<file path="src/shared_pin_pkg.sv">
// Shared constants and types for the port/analog shared pin control block.
// Assumes a 32-bit APB register bus and one 20 MHz clock.
package shared_pin_pkg;

  // Register byte offsets
  localparam logic [7:0] DATA_LATCH_OFS = 8'h00;
  localparam logic [7:0] DIRECTION_OFS = 8'h04;
  localparam logic [7:0] ANALOG_SEL_OFS = 8'h08;
  localparam logic [7:0] MISC_CFG_OFS = 8'h0C;
  localparam logic [7:0] PERIPH_MODE_OFS = 8'h10;
  localparam logic [7:0] CONV_CH_OFS = 8'h14;
  localparam logic [7:0] PIN_STATUS_OFS = 8'h18;

  // Field positions
  localparam int PORT5_ANALOG_SELECT_POS = 2;
  localparam int OPEN_DRAIN_OPTION_POS = 2;
  localparam int PULLUP_ENABLE_POS = 3;
  localparam int SERIAL_OUT_SELECT_POS = 0;
  localparam int PORT0_LATCH_POS = 4;
  localparam int SERIAL_PIN_POS = 2;

  // Reset values
  localparam logic [7:0] DATA_LATCH_RST = 8'hFF;
  localparam logic [3:0] DIRECTION_RST = 4'h0;
  localparam logic [3:0] ANALOG_SEL_RST = 4'h0;
  localparam logic [3:0] MISC_CFG_RST = 4'h0;
  localparam logic [3:0] PERIPH_MODE_RST = 4'h0;
  localparam logic [3:0] CONV_CH_RST = 4'h0;

  // Converter channel numbers of the two shared pins
  localparam logic [3:0] CHANNEL_TEN = 4'hA;
  localparam logic [3:0] CHANNEL_ELEVEN = 4'hB;

  // Transistor controls of one pad
  typedef struct packed {
    logic pmos_on;
    logic nmos_on;
    logic pullup_on;
  } pin_drive_t;

  // Pin configuration as seen by one pad
  typedef struct packed {
    logic analog_sel;
    logic pullup_en;
    logic dir_out;
    logic latch;
    logic open_drain;
  } pin_cfg_t;

endpackage : shared_pin_pkg

</file>
<file path="src/shared_pin_ctrl.sv">
// Control of port 5 pins 2 and 3 (shared with analog channels 10 and 11)
// and of the port 0 pin 2 / serial output pad, with an APB register file.
// Assumes a synchronous APB master and pad inputs from outside the clock domain.
`timescale 1ns/1ns
module shared_pin_ctrl
  import shared_pin_pkg::*;
(
  input wire logic i_clk,
  input wire logic i_rst_b,
  input wire logic psel,
  input wire logic penable,
  input wire logic pwrite,
  input wire logic [7:0] paddr,
  input wire logic [31:0] pwdata,
  output logic [31:0] prdata,
  output logic pready,
  output logic pslverr,
  input wire logic [1:0] i_port5_pad,
  input wire logic i_serial_pad,
  input wire logic i_serial_data,
  output pin_drive_t o_pin2_drive,
  output pin_drive_t o_pin3_drive,
  output pin_drive_t o_serial_drive,
  output logic o_analog_channel_ten,
  output logic o_analog_channel_eleven
);

  // Register file state
  logic [7:0] pin_data_latch_q;
  logic [3:0] port5_direction_reg_q;
  logic [3:0] analog_select_reg_b_q;
  logic [3:0] misc_config_reg_q;
  logic [3:0] peripheral_mode_reg_q;
  logic [3:0] converter_channel_select_q;
  logic [2:0] pin_status_q;
  logic [31:0] prdata_q;

  // Pad input synchronisers
  logic [2:0] pad_s1_q;
  logic [2:0] pad_s2_q;
  logic [2:0] pad_s3_q;

  logic wr_en;
  logic setup_rd;
  logic [2:0] pad_raw;
  pin_cfg_t pin2_cfg;
  pin_cfg_t pin3_cfg;
  pin_cfg_t serial_cfg;
  pin_drive_t pin2_drive_d;
  pin_drive_t pin3_drive_d;
  pin_drive_t serial_drive_d;
  logic serial_level;

  // Address hit check, shared by decode and error
  function automatic logic addr_mapped(input logic [7:0] addr);
    addr_mapped = (addr == DATA_LATCH_OFS) || (addr == DIRECTION_OFS) ||
                  (addr == ANALOG_SEL_OFS) || (addr == MISC_CFG_OFS) ||
                  (addr == PERIPH_MODE_OFS) || (addr == CONV_CH_OFS) ||
                  (addr == PIN_STATUS_OFS);
  endfunction : addr_mapped

  // Read value of one register
  function automatic logic [31:0] read_value(input logic [7:0] addr, input logic [7:0] latch,
                                            input logic [3:0] dir, input logic [3:0] asel,
                                            input logic [3:0] misc, input logic [3:0] pmode,
                                            input logic [3:0] chan, input logic [2:0] stat);
    read_value = '0;
    unique case (addr)
      DATA_LATCH_OFS: read_value = {24'h00_0000, latch};
      DIRECTION_OFS: read_value = {28'h000_0000, dir};
      ANALOG_SEL_OFS: read_value = {28'h000_0000, asel};
      MISC_CFG_OFS: read_value = {28'h000_0000, misc};
      PERIPH_MODE_OFS: read_value = {28'h000_0000, pmode};
      CONV_CH_OFS: read_value = {28'h000_0000, chan};
      PIN_STATUS_OFS: read_value = {29'h0000_0000, stat};
      default: read_value = '0;
    endcase
  endfunction : read_value

  // APB handshake: zero wait states, error on unmapped address
  assign pready = 1'b1;
  assign pslverr = psel && penable && !addr_mapped(paddr);
  assign wr_en = psel && penable && pwrite && addr_mapped(paddr);
  assign setup_rd = psel && !penable && !pwrite;
  assign prdata = prdata_q;

  // Read data captured in the setup cycle
  always_ff @(posedge i_clk or negedge i_rst_b) begin
    if (!i_rst_b) begin
      prdata_q <= '0;
    end else if (setup_rd) begin
      prdata_q <= read_value(paddr, pin_data_latch_q, port5_direction_reg_q, analog_select_reg_b_q,
                             misc_config_reg_q, peripheral_mode_reg_q, converter_channel_select_q,
                             pin_status_q);
    end
  end

  // Data latches, all ones after reset
  always_ff @(posedge i_clk or negedge i_rst_b) begin
    if (!i_rst_b) begin
      pin_data_latch_q <= DATA_LATCH_RST;
    end else if (wr_en && paddr == DATA_LATCH_OFS) begin
      pin_data_latch_q <= pwdata[7:0];
    end
  end

  // Direction and analog select
  always_ff @(posedge i_clk or negedge i_rst_b) begin
    if (!i_rst_b) begin
      port5_direction_reg_q <= DIRECTION_RST;
      analog_select_reg_b_q <= ANALOG_SEL_RST;
    end else begin
      if (wr_en && paddr == DIRECTION_OFS) begin
        port5_direction_reg_q <= pwdata[3:0];
      end
      if (wr_en && paddr == ANALOG_SEL_OFS) begin
        analog_select_reg_b_q <= pwdata[3:0];
      end
    end
  end

  // Misc config, peripheral mode, converter channel
  always_ff @(posedge i_clk or negedge i_rst_b) begin
    if (!i_rst_b) begin
      misc_config_reg_q <= MISC_CFG_RST;
      peripheral_mode_reg_q <= PERIPH_MODE_RST;
      converter_channel_select_q <= CONV_CH_RST;
    end else begin
      if (wr_en && paddr == MISC_CFG_OFS) begin
        misc_config_reg_q <= pwdata[3:0];
      end
      if (wr_en && paddr == PERIPH_MODE_OFS) begin
        peripheral_mode_reg_q <= pwdata[3:0];
      end
      if (wr_en && paddr == CONV_CH_OFS) begin
        converter_channel_select_q <= pwdata[3:0];
      end
    end
  end

  // Three-stage pad synchronisers
  assign pad_raw = {i_serial_pad, i_port5_pad};
  always_ff @(posedge i_clk or negedge i_rst_b) begin
    if (!i_rst_b) begin
      pad_s1_q <= '0;
      pad_s2_q <= '0;
      pad_s3_q <= '0;
    end else begin
      pad_s1_q <= pad_raw;
      pad_s2_q <= pad_s1_q;
      pad_s3_q <= pad_s2_q;
    end
  end

  // Pin level accepted once stages two and three agree; analog pins read 0
  always_ff @(posedge i_clk or negedge i_rst_b) begin
    if (!i_rst_b) begin
      pin_status_q <= '0;
    end else begin
      for (int i = 0; i < 3; i++) begin
        if (pad_s2_q[i] == pad_s3_q[i]) begin
          pin_status_q[i] <= pad_s3_q[i];
        end
      end
      if (analog_select_reg_b_q[PORT5_ANALOG_SELECT_POS]) begin
        pin_status_q[1:0] <= 2'h0;
      end
    end
  end

  // Pad configurations; pins 2 and 3 share one analog select bit
  always_comb begin
    pin2_cfg.analog_sel = analog_select_reg_b_q[PORT5_ANALOG_SELECT_POS];
    pin2_cfg.pullup_en = misc_config_reg_q[PULLUP_ENABLE_POS];
    pin2_cfg.dir_out = port5_direction_reg_q[2];
    pin2_cfg.latch = pin_data_latch_q[2];
    pin2_cfg.open_drain = 1'b0;
    pin3_cfg.analog_sel = analog_select_reg_b_q[PORT5_ANALOG_SELECT_POS];
    pin3_cfg.pullup_en = misc_config_reg_q[PULLUP_ENABLE_POS];
    pin3_cfg.dir_out = port5_direction_reg_q[3];
    pin3_cfg.latch = pin_data_latch_q[3];
    pin3_cfg.open_drain = 1'b0;
  end

  // Serial-output pad: port latch or serial data, output forced in serial mode
  assign serial_level = peripheral_mode_reg_q[SERIAL_OUT_SELECT_POS] ?
                        i_serial_data : pin_data_latch_q[PORT0_LATCH_POS + SERIAL_PIN_POS];
  always_comb begin
    serial_cfg.analog_sel = 1'b0;
    serial_cfg.pullup_en = misc_config_reg_q[PULLUP_ENABLE_POS];
    serial_cfg.dir_out = peripheral_mode_reg_q[SERIAL_OUT_SELECT_POS] || port5_direction_reg_q[0];
    serial_cfg.latch = serial_level;
    serial_cfg.open_drain = misc_config_reg_q[OPEN_DRAIN_OPTION_POS];
  end

  shared_pin_drive u_pin2 (
    .i_cfg(pin2_cfg),
    .o_drive(pin2_drive_d)
  );

  shared_pin_drive u_pin3 (
    .i_cfg(pin3_cfg),
    .o_drive(pin3_drive_d)
  );

  shared_pin_drive u_serial (
    .i_cfg(serial_cfg),
    .o_drive(serial_drive_d)
  );

  // Registered pad controls
  always_ff @(posedge i_clk or negedge i_rst_b) begin
    if (!i_rst_b) begin
      o_pin2_drive <= '0;
      o_pin3_drive <= '0;
      o_serial_drive <= '0;
    end else begin
      o_pin2_drive <= pin2_drive_d;
      o_pin3_drive <= pin3_drive_d;
      o_serial_drive <= serial_drive_d;
    end
  end

  // Converter routing follows channel select only
  always_ff @(posedge i_clk or negedge i_rst_b) begin
    if (!i_rst_b) begin
      o_analog_channel_ten <= 1'b0;
      o_analog_channel_eleven <= 1'b0;
    end else begin
      o_analog_channel_ten <= converter_channel_select_q == CHANNEL_TEN;
      o_analog_channel_eleven <= converter_channel_select_q == CHANNEL_ELEVEN;
    end
  end

endmodule : shared_pin_ctrl

</file>
<file path="src/shared_pin_drive.sv">
// Transistor decode for one port pad, digital or analog-shared.
// Assumes the configuration comes from flip-flops on the same clock.
`timescale 1ns/1ns
module shared_pin_drive
  import shared_pin_pkg::*;
(
  input wire pin_cfg_t i_cfg,
  output pin_drive_t o_drive
);

  // Output buffer and pull-up selection
  always_comb begin
    o_drive = '0;
    if (!i_cfg.analog_sel && i_cfg.dir_out) begin
      o_drive.pmos_on = i_cfg.latch && !i_cfg.open_drain;
      o_drive.nmos_on = !i_cfg.latch;
    end
    // Analog select leaves both buffer transistors off
    if (i_cfg.analog_sel) begin
      o_drive.pmos_on = 1'b0;
      o_drive.nmos_on = 1'b0;
      o_drive.pullup_on = i_cfg.pullup_en && i_cfg.latch;
    end else begin
      o_drive.pullup_on = i_cfg.pullup_en && i_cfg.latch && !i_cfg.dir_out;
    end
  end

endmodule : shared_pin_drive

</file>
<file path="config.mk">
export PLATFORM = sky130hd
export DESIGN_NAME = shared_pin_ctrl
export DESIGN_NICKNAME = d
export VERILOG_FILES = /design/src/shared_pin_pkg.sv /design/src/shared_pin_ctrl.sv /design/src/shared_pin_drive.sv
export SDC_FILE = /design/constraint.sdc
export NUM_CORES = 1
export LEC_CHECK = 0
export BUFFER_PORTS_ARGS = -buffer_cell sky130_fd_sc_hd__clkbuf_2
export CAP_MARGIN = 20
export CORE_MARGIN = 3
export CORE_UTILIZATION = 30
export DETAILED_ROUTE_END_ITERATION = 8
export PLACE_DENSITY = 0.64
export RECOVER_POWER = 100
export SLEW_MARGIN = 30
export SYNTH_ARGS = -nofsm -noshare
export SYNTH_HDL_FRONTEND = slang
export SYNTH_SLANG_ARGS = --single-unit
export TNS_END_PERCENT = 20
</file>
<file path="constraint.sdc">
create_clock -name i_clk -period 1.59 [get_ports i_clk]
set_input_delay 0.2385 -clock i_clk [delete_from_list [all_inputs] [get_ports i_clk]]
set_output_delay 0.2385 -clock i_clk [all_outputs]
set_load 0.1 [all_outputs]
</file>
-- Word level (Yosys, flattened, before mapping)
Index checks and enable logic that the tools add are counted.
- word-level logic and storage cells: 89
- flip-flop bits (word level): 83
- bits of input ports: 49
- output and inout port bits: 45
- eq/ne operators: 11
- reductions and logical operators: 42
- muxes and demuxes: 12
- operator list (operator ; count):
    $pmux 8 s7 ; 1
    $eq 8x5->1 const B ; 3
    $logic_and 1x1->1 ; 21
    $eq 8x4->1 const B ; 2
    $mux 2 ; 6
    $logic_not 1->1 ; 11
    $eq 4x4->1 const B ; 2
    $eq 8x3->1 const B ; 1
    $logic_not 8->1 ; 1
    $logic_or 1x1->1 ; 7
    $mux 1 ; 5
    $reduce_bool 2->1 ; 2
    $eq 1x1->1 ; 3

-- Logic depth before layout (Yosys ltp)
Gate-level depths: netlist of run 1.
- word-level depth: 9
- mapped depth: 6
- gate-level depth less buffers: 4

-- By module
Synthesis of run 1 repeated with hierarchy kept, for this count alone.
- cell total of the unflattened synthesis: 201
- area, all modules: 2637.5 um^2
- by module, submodules not included (module ; instances ; seq. area each (um^2) ; cells an instance ; area each (um^2)):
    shared_pin_ctrl ; 1 ; 1486.4 ; 189 ; 2528.7
    shared_pin_drive ; 3 ; 0.0 ; 4 ; 36.3

-- Worst setup path after synthesis of run 1
Ideal clock, no wire load.
- path type: input -> output
- start: input paddr[3]
- end: output pslverr
- arrival time: 2234 ps
- stages on the path: 5
- required time: 1351 ps
- slack: -882 ps
- buffers on the path: 2
- cells stage by stage: buf_6 > buf_2 > nand2_1 > o21a_1 > a21oi_1
- word-level cells in the longest chain between the ends: 9
- elaborated cells between the ends (all ways): 15
- classes of those cells: eq/ne (6); reduce/logical (9)
- ends and longest elaborated chain (item ; line ; RTL):
    start, declared ; shared_pin_ctrl.sv:13 ; input wire logic [7:0] paddr,
    $eq 8x3->1 or $logic_not 8->1 (tied branches) ; shared_pin_ctrl.sv:56 ; addr_mapped = (addr == DATA_LATCH_OFS) || (addr == DIRECTION_OFS) ||
    $logic_or 1x1->1 (2 in a row) ; shared_pin_ctrl.sv:56 ;
    $logic_or 1x1->1 (2 in a row) ; shared_pin_ctrl.sv:57 ; (addr == ANALOG_SEL_OFS) || (addr == MISC_CFG_OFS) ||
    $logic_or 1x1->1 ; shared_pin_ctrl.sv:58 ; (addr == PERIPH_MODE_OFS) || (addr == CONV_CH_OFS) ||
    $logic_or 1x1->1 * ; shared_pin_ctrl.sv:58 ;
    $logic_not 1->1 * ; shared_pin_ctrl.sv:82 ; assign pslverr = psel && penable && !addr_mapped(paddr);
    $logic_and 1x1->1 * ; shared_pin_ctrl.sv:82 ;
    end, declared ; shared_pin_ctrl.sv:17 ; output logic pslverr,
Every way passes the cells marked *; elsewhere a longest branch is shown, timed or not.

-- Worst setup path after layout of run 1
Ends and elaborated chain as after synthesis.

==> results of run 1 <==
sequential cells by signal, indices dropped and copies added (netlist names):
signal	flops
o_pin2_drive	3
o_serial_drive	3
o_pin3_drive	3
misc_config_reg_q	4
pin_data_latch_q	8
analog_select_reg_b_q	4
pin_status_q	3
port5_direction_reg_q	4
converter_channel_select_q	4
pad_s3_q	3
o_analog_channel_ten	1
prdata	8
pad_s1_q	3
peripheral_mode_reg_q	4
pad_s2_q	3
o_analog_channel_eleven	1
routing by layer:
layer	routed length, µm	up-vias	track usage [%]
li1	-	820	-
met1	2520	859	15.7
met2	2700	59	18.5
met3	360	7	5.07
met4	53	0	3.42
met5	0	-	0
worst max-delay path, cell delays in order:
cell,delay (ns)
clkbuf_2,0.17
buf_4,0.16
nand2_1,0.07
o21a_1,0.23
a21oi_4,0.16
buf_6,0.23
placed cells by master (no fill, tap or decap), types with 2 or more instances in the layout:
cell,synthesis,layout
clkbuf_1,0,4
a22o_1,4,4
o21ai_0,7,7
bufinv_16,0,2
mux2_2,27,27
nand2_1,12,12
buf_6,1,2
inv_1,4,4
mux2i_1,4,4
nor2_1,9,11
nand4_1,2,2
clkbuf_8,0,10
dfstp_2,8,7
a21oi_1,7,6
nor3_4,2,2
nand3b_1,3,3
dfrtp_1,51,51
clkbuf_2,0,42
buf_4,25,8
nor2b_1,4,5
dlygate4sd3_1,0,4
conb_1,2,25
clkinvlp_4,0,2
a221o_1,4,4
mux2_1,2,2
and3_1,5,5
nand2b_1,3,3
per-stage QoR:
step	setup TNS, ns	power, µW	cells	util, %
after floorplan	0	1980	234	-
after global placement	-0.899	2060	366	35.8
after detailed placement	-0.783	2070	366	35.8
after CTS	0	3620	386	39.0
after global routing	0	3710	386	38.4
final	0	3550	386	38.4
timing repair:
| action | 4_1_cts | 5_1_grt |
|---|---|---|
| gates resized for setup | 0 | 1 |
| hold endpoints to repair | 54 | 0 |
| hold buffers | 4 | 0 |
| endpoints found under the setup margin | 0 | 1 |
layout make-up:
cell class,count,area [µm²],area share [%]
Clock buffer,10,138,4.26
Clock inverter,6,88.8,2.75
Inverter,4,15.0,0.464
Multi-Input combinational cell,141,1020,31.5
Sequential cell,59,1490,46.0
Tap cell,105,131,4.06
Timing Repair Buffer,61,355,11.0
power by group through the flow:
stage	sequential [µW]	combinational, µW	clock [µW]
2_1_floorplan	1590	396	0
3_3_place_gp	1580	484	0
3_5_place_dp	1580	486	0
4_1_cts	1550	495	1570
5_1_grt	1560	511	1650
6_report	1550	482	1520
final timing paths:
check	startpoint	to	cells after the start
worst max-delay path	paddr[3]	pslverr	6
worst min-delay path	i_serial_data	o_serial_drive[1]	2
worst max register to register	peripheral_mode_reg_q[0]	prdata[0]	3
worst min register to register	pad_s1_q[0]	pad_s2_q[0]	0
max in group asynchronous	i_rst_b	o_pin2_drive[1]	3
min in group asynchronous	i_rst_b	pad_s1_q[0]	3
logic make-up after synthesis:
group | after synthesis | share of synthesized area (%)
compound gates | 27 | 7.00
fa+ha+maj | 1 | 0.376
buf+inv | 34 | 8.79
flops | 59 | 55.8
mux | 34 | 14.6
other cells | 2 | 0.282
simple gates | 54 | 13.1
==> summary.txt, run 1 <==
Synthesis
  – Synth Warn #: 0
  – Synthesized area: 2660 µm²
  – Seq/Total Area, Yosys: 55.8%
  – Post-synth top area share: 47.9%
  – Synth area leader: dfrtp_1
  – Yosys reg bits: 59
  – Cells after Synth: 211
  – Syn Area/Cell: 12.6 µm²
  – Post-synth EDFFs: 0
  – Synth cell types: 41
  – Top post-synthesis cells by area: dfrtp_1, mux2_2, dfstp_2
  – Ys flop type: dfrtp_1
  – Async SR Flop Fraction: 100%
  – Post-synth top cells: dfrtp_1, mux2_2, buf_4
  – Top-count cell post-synth: dfrtp_1

Detailed routing
  – DRT antenna net count: 0
  – Total Routed Length: 5640 µm
  – Drt initial violations: 62
  – Vias: 1745
  – Vias/cell: 4.52
  – Wire per inst: 14.6 µm
  – Post-route DRC: 0
  – DRT Pass-1 Iters: 4

Worst setup path
  – Worst-path fanout max: 7
  – Worst Setup End Kind: primary output
  – CP startpoint kind: input pin
  – Kind of critical path: input pin to primary output
  – Required time worst endpoint: 1.35 ns
  – Worst path arrival time: 1.27 ns
  – Flop2flop setup slack: 0.26 ns

Global routing
  – Grt ovf: 0
  – Initial antenna violation count: 0
  – First-pass GRT wire length: 9240 µm
  – All-Layer GR Usage: 12.1%
  – Vias in the first global route: 1738
  – Largest net degree at the start of global routing: 60

Power and ir drop
  – Switching share of power: 28.5%
  – Max VDD drop: 0.541 mV
  – P_int: 2540 µW
  – Leak Pwr: 0.00158 µW
  – Switch Pwr: 1010 µW
  – Reg power frac: 43.7%
  – Logic gate share of total power: 13.5%
  – Pwr Density: 1100 nW/µm²
  – Clock network power share: 42.8%

Clock tree
  – Clock Pin Slew Worst Setup and Hold Paths: 0.07 ns
  – Root Driver: clkbuf_8
  – Post-CTS setup buffers: 0
  – CTS tree: done
  – Worst skew pair latency: 0.33 ns
  – H-tree depth: 3
  – Total CTS buffers: 9
  – CTS sink cnt: 59
  – Longest Clk Path Bufs: 2

Timing
  – Maximum clock rate: 664 MHz
  – Slew HR: 46.3%
  – RSZ-0062 raised after global routing: no
  – Slew Limit Fails: 0
  – Actual slew at the worst max-slew pin: 0.805 ns
  – Post-layout min period: 1.51 ns
  – Setup ws final: 0.0846 ns
  – Min Hold Slack: 0.113 ns
  – Setup-failing EPs final: 0
  – Final Skew: 0.00632 ns
  – Final hold violations: 0
  – Final period util: 94.7%

Placement
  – DP Worst Slack: -0.0920 ns
  – Port Buffers: 44
  – Placer Congestion: 0.860
  – Post-DP Area: 3020 µm²
  – HPWL Detailed: 4180 µm

Final layout
  – Fillers: 828
  – Fraction of layout cells with a size suffix above 1: 39.1%
  – Post-route cell area: 3230 µm²
  – Layout area overhead: 21.4%
  – Ant diodes: 0
  – Nets@finish: 325

Floorplanning
  – Core area: 8420 µm²
  – Die H: 100 µm
  – Num ports: 94
  – Die Span X: 100 µm
  – Starting Density: 31.6%
  – Die ar.: 10000 µm²
  – Num rows: 33

Min path
  – Min-Delay Path Class: input pin to flip-flop

Flow run
  – Max_cap viols: 0

Status
  – Status: complete, no violations
No activity file was read; power rests on OpenSTA's default activity.
==> inputs of run 2 (changes only) <==
==> constraint.sdc (replaced) <==
create_clock -name i_clk -period 1.65 [get_ports i_clk]
set_input_delay 0.2475 -clock i_clk [delete_from_list [all_inputs] [get_ports i_clk]]
set_output_delay 0.2475 -clock i_clk [all_outputs]
set_load 0.1 [all_outputs]
==> run 2 against run 1 <==
Register-to-register slack better by 0.06 ns. Final cell count is 1.0% lower. Clock power is 13% lower.
==> summary.txt, run 2 (synthesized netlist as in run 1, its figures left out) <==
Status
  – Status: complete, no violations (unchanged)

Timing
  – Setup-failing EPs final: 0 (unchanged)
  – Final period util: 93.1%
  – Final hold violations: 0 (unchanged)
  – Post-layout min period: 1.54 ns
  – Maximum clock rate: 651 MHz
  – RSZ-0062 raised after global routing: no (unchanged)
  – Actual slew at the worst max-slew pin: 0.796 ns (was 0.805 ns)
  – Final Skew: 0.00784 ns (was 0.00632 ns)
  – Slew Limit Fails: 0 (unchanged)
  – Slew HR: 46.9% (was 46.3%)

Worst setup path
  – Kind of critical path: input pin to flip-flop (was input pin to primary output)
  – CP startpoint kind: input pin (unchanged)
  – Required time worst endpoint: 1.87 ns (was 1.35 ns)
  – Worst path arrival time: 1.75 ns (was 1.27 ns)
  – R2R depth: 3 (unchanged)
  – Worst-path fanout max: 5 (was 7)
  – Worst Setup End Kind: flip-flop (was primary output)

Final layout
  – Final Instance Count excl. Fillers: 382 (was 386)
  – Layout area overhead: 19.5% (was 21.4%)
  – Util after Layout: 37.8% (was 38.4%)
  – Nets@finish: 321 (was 325)
  – Ant diodes: 0 (unchanged)
  – Fillers: 846 (was 828)
  – Most frequent cells in the layout: dfrtp_1, clkbuf_2, mux2_2 (unchanged)
  – Fraction of layout cells with a size suffix above 1: 38.6% (was 39.1%)
  – Commonest non-fill, non-tap cell in the layout: dfrtp_1 (unchanged)

Clock tree
  – Longest Clk Path Bufs: 2 (unchanged)
  – H-tree depth: 3 (unchanged)
  – Clock Pin Slew Worst Setup and Hold Paths: 0.08 ns (was 0.07 ns)
  – Worst skew pair latency: 0.34 ns (was 0.33 ns)
  – # resized after CTS: 0 (unchanged)
  – Post-CTS setup buffers: 0 (unchanged)
  – CTS sink cnt: 59 (unchanged)
  – Total CTS buffers: 9 (unchanged)
  – Root Driver: clkbuf_8 (unchanged)
  – CTS tree: done (unchanged)
  – Hold_buf cts: 4 (unchanged)

Global routing
  – Grt ovf: 0 (unchanged)
  – First-pass GRT wire length: 8760 µm (was 9240 µm)
  – Initial antenna violation count: 0 (unchanged)
  – Largest net degree at the start of global routing: 60 (unchanged)
  – Vias in the first global route: 1682 (was 1738)
  – All-Layer GR Usage: 11.5% (was 12.1%)

Detailed routing
  – DRT antenna net count: 0 (unchanged)
  – Wire per inst: 14.4 µm (was 14.6 µm)
  – Drt initial violations: 71 (was 62)
  – Vias/cell: 4.54 (was 4.52)
  – Total Routed Length: 5520 µm (was 5640 µm)
  – DRT Pass-1 Iters: 4 (unchanged)
  – Vias: 1734 (was 1745)
  – Post-route DRC: 0 (unchanged)

Floorplanning
  – Die H: 100 µm (unchanged)
  – Starting Density: 31.6% (unchanged)
  – Core area: 8420 µm² (unchanged)
  – Num rows: 33 (unchanged)
  – Die Span X: 100 µm (unchanged)
  – Num ports: 94 (unchanged)
  – Die ar.: 10000 µm² (unchanged)

Placement
  – Dpl cells: 362 (was 366)
  – Port Buffers: 44 (unchanged)
  – Placer Congestion: 0.872 (was 0.860)
  – HPWL Detailed: 4100 µm (was 4180 µm)

Flow run
  – Max_cap viols: 0 (unchanged)

Power and ir drop
  – Leak Pwr: 0.00155 µW (was 0.00158 µW)
  – Pwr Density: 1030 nW/µm² (was 1100 nW/µm²)
  – Max VDD drop: 0.337 mV (was 0.541 mV)

Min path
  – Min-Delay Path Class: input pin to flip-flop (unchanged)
  – Hold Crit Depth: 2 (unchanged)
[run 2: changes by cell type in the layout (fill, tap and decap cells not counted), sizes merged]
cell	previous run	this run
clkinv	2	4
bufinv	2	1
buf	10	6
inv	4	5
clkinvlp	2	1
clkbuf	57	56
[run 2: through the flow]
stage	total power [µW]	area, µm²	hold WS, ns	setup TNS [ns]	worst slack, ns
global placement	1980	2990	0.275	-0.181	-0.0221
CTS	3320	3230	0.118	0	0.129
finish	3270	3180	0.135	0	0.114
floorplan	1910	2760	-0.0481	0	0.0327
global route	3410	3180	0.120	0	0.0392
detailed placement	1980	2990	0.278	-0.562	-0.0620
[run 2: worst max-delay path, stage by stage]
cell and delay [ns]:
clkbuf_2 0.09, nor3_2 0.46, nand3_4 0.18, nor2b_1 0.39, mux2_2 0.39
[run 2: final cells by class]
cell class	count	area (µm²)	area share, %
flip-flops and latches	59	1490	46.7
multi-input cells	141	1020	32.0
repair buffers	57	332	10.4
well taps	105	131	4.13
clock buffers	9	124	3.89
clock inverters	7	77.6	2.44
inverters	4	15.0	0.472
[run 2: report_power, final]
part / internal, µW / switching [µW] / total (µW)
sequential: 1480 / 18.2 / 1490
combinational: 79.4 / 378 / 457
clock: 706 / 616 / 1320
total: 2260 / 1010 / 3270
[run 2: layer usage]
layer,up-vias,routed length [µm],global-route usage (%)
met2,69,2610,17.4
met5,-,0,0
met4,0,69,4.56
met1,845,2490,15.3
li1,814,-,-
met3,6,355,3.96
[run 2: path summary, 6_finish.rpt]
check | start | to | slack [ns]
setup reg to reg | peripheral_mode_reg_q[0] | prdata[0] | 0.32
setup / recovery | paddr[7] | analog_select_reg_b_q[3] | 0.11
max in group asynchronous | i_rst_b | pin_status_q[1] | 0.50
hold reg to reg | pad_s1_q[2] | pad_s2_q[2] | 0.35
min in group asynchronous | i_rst_b | pad_s1_q[0] | 0.64
hold / removal | pwdata[6] | pin_data_latch_q[6] | 0.14
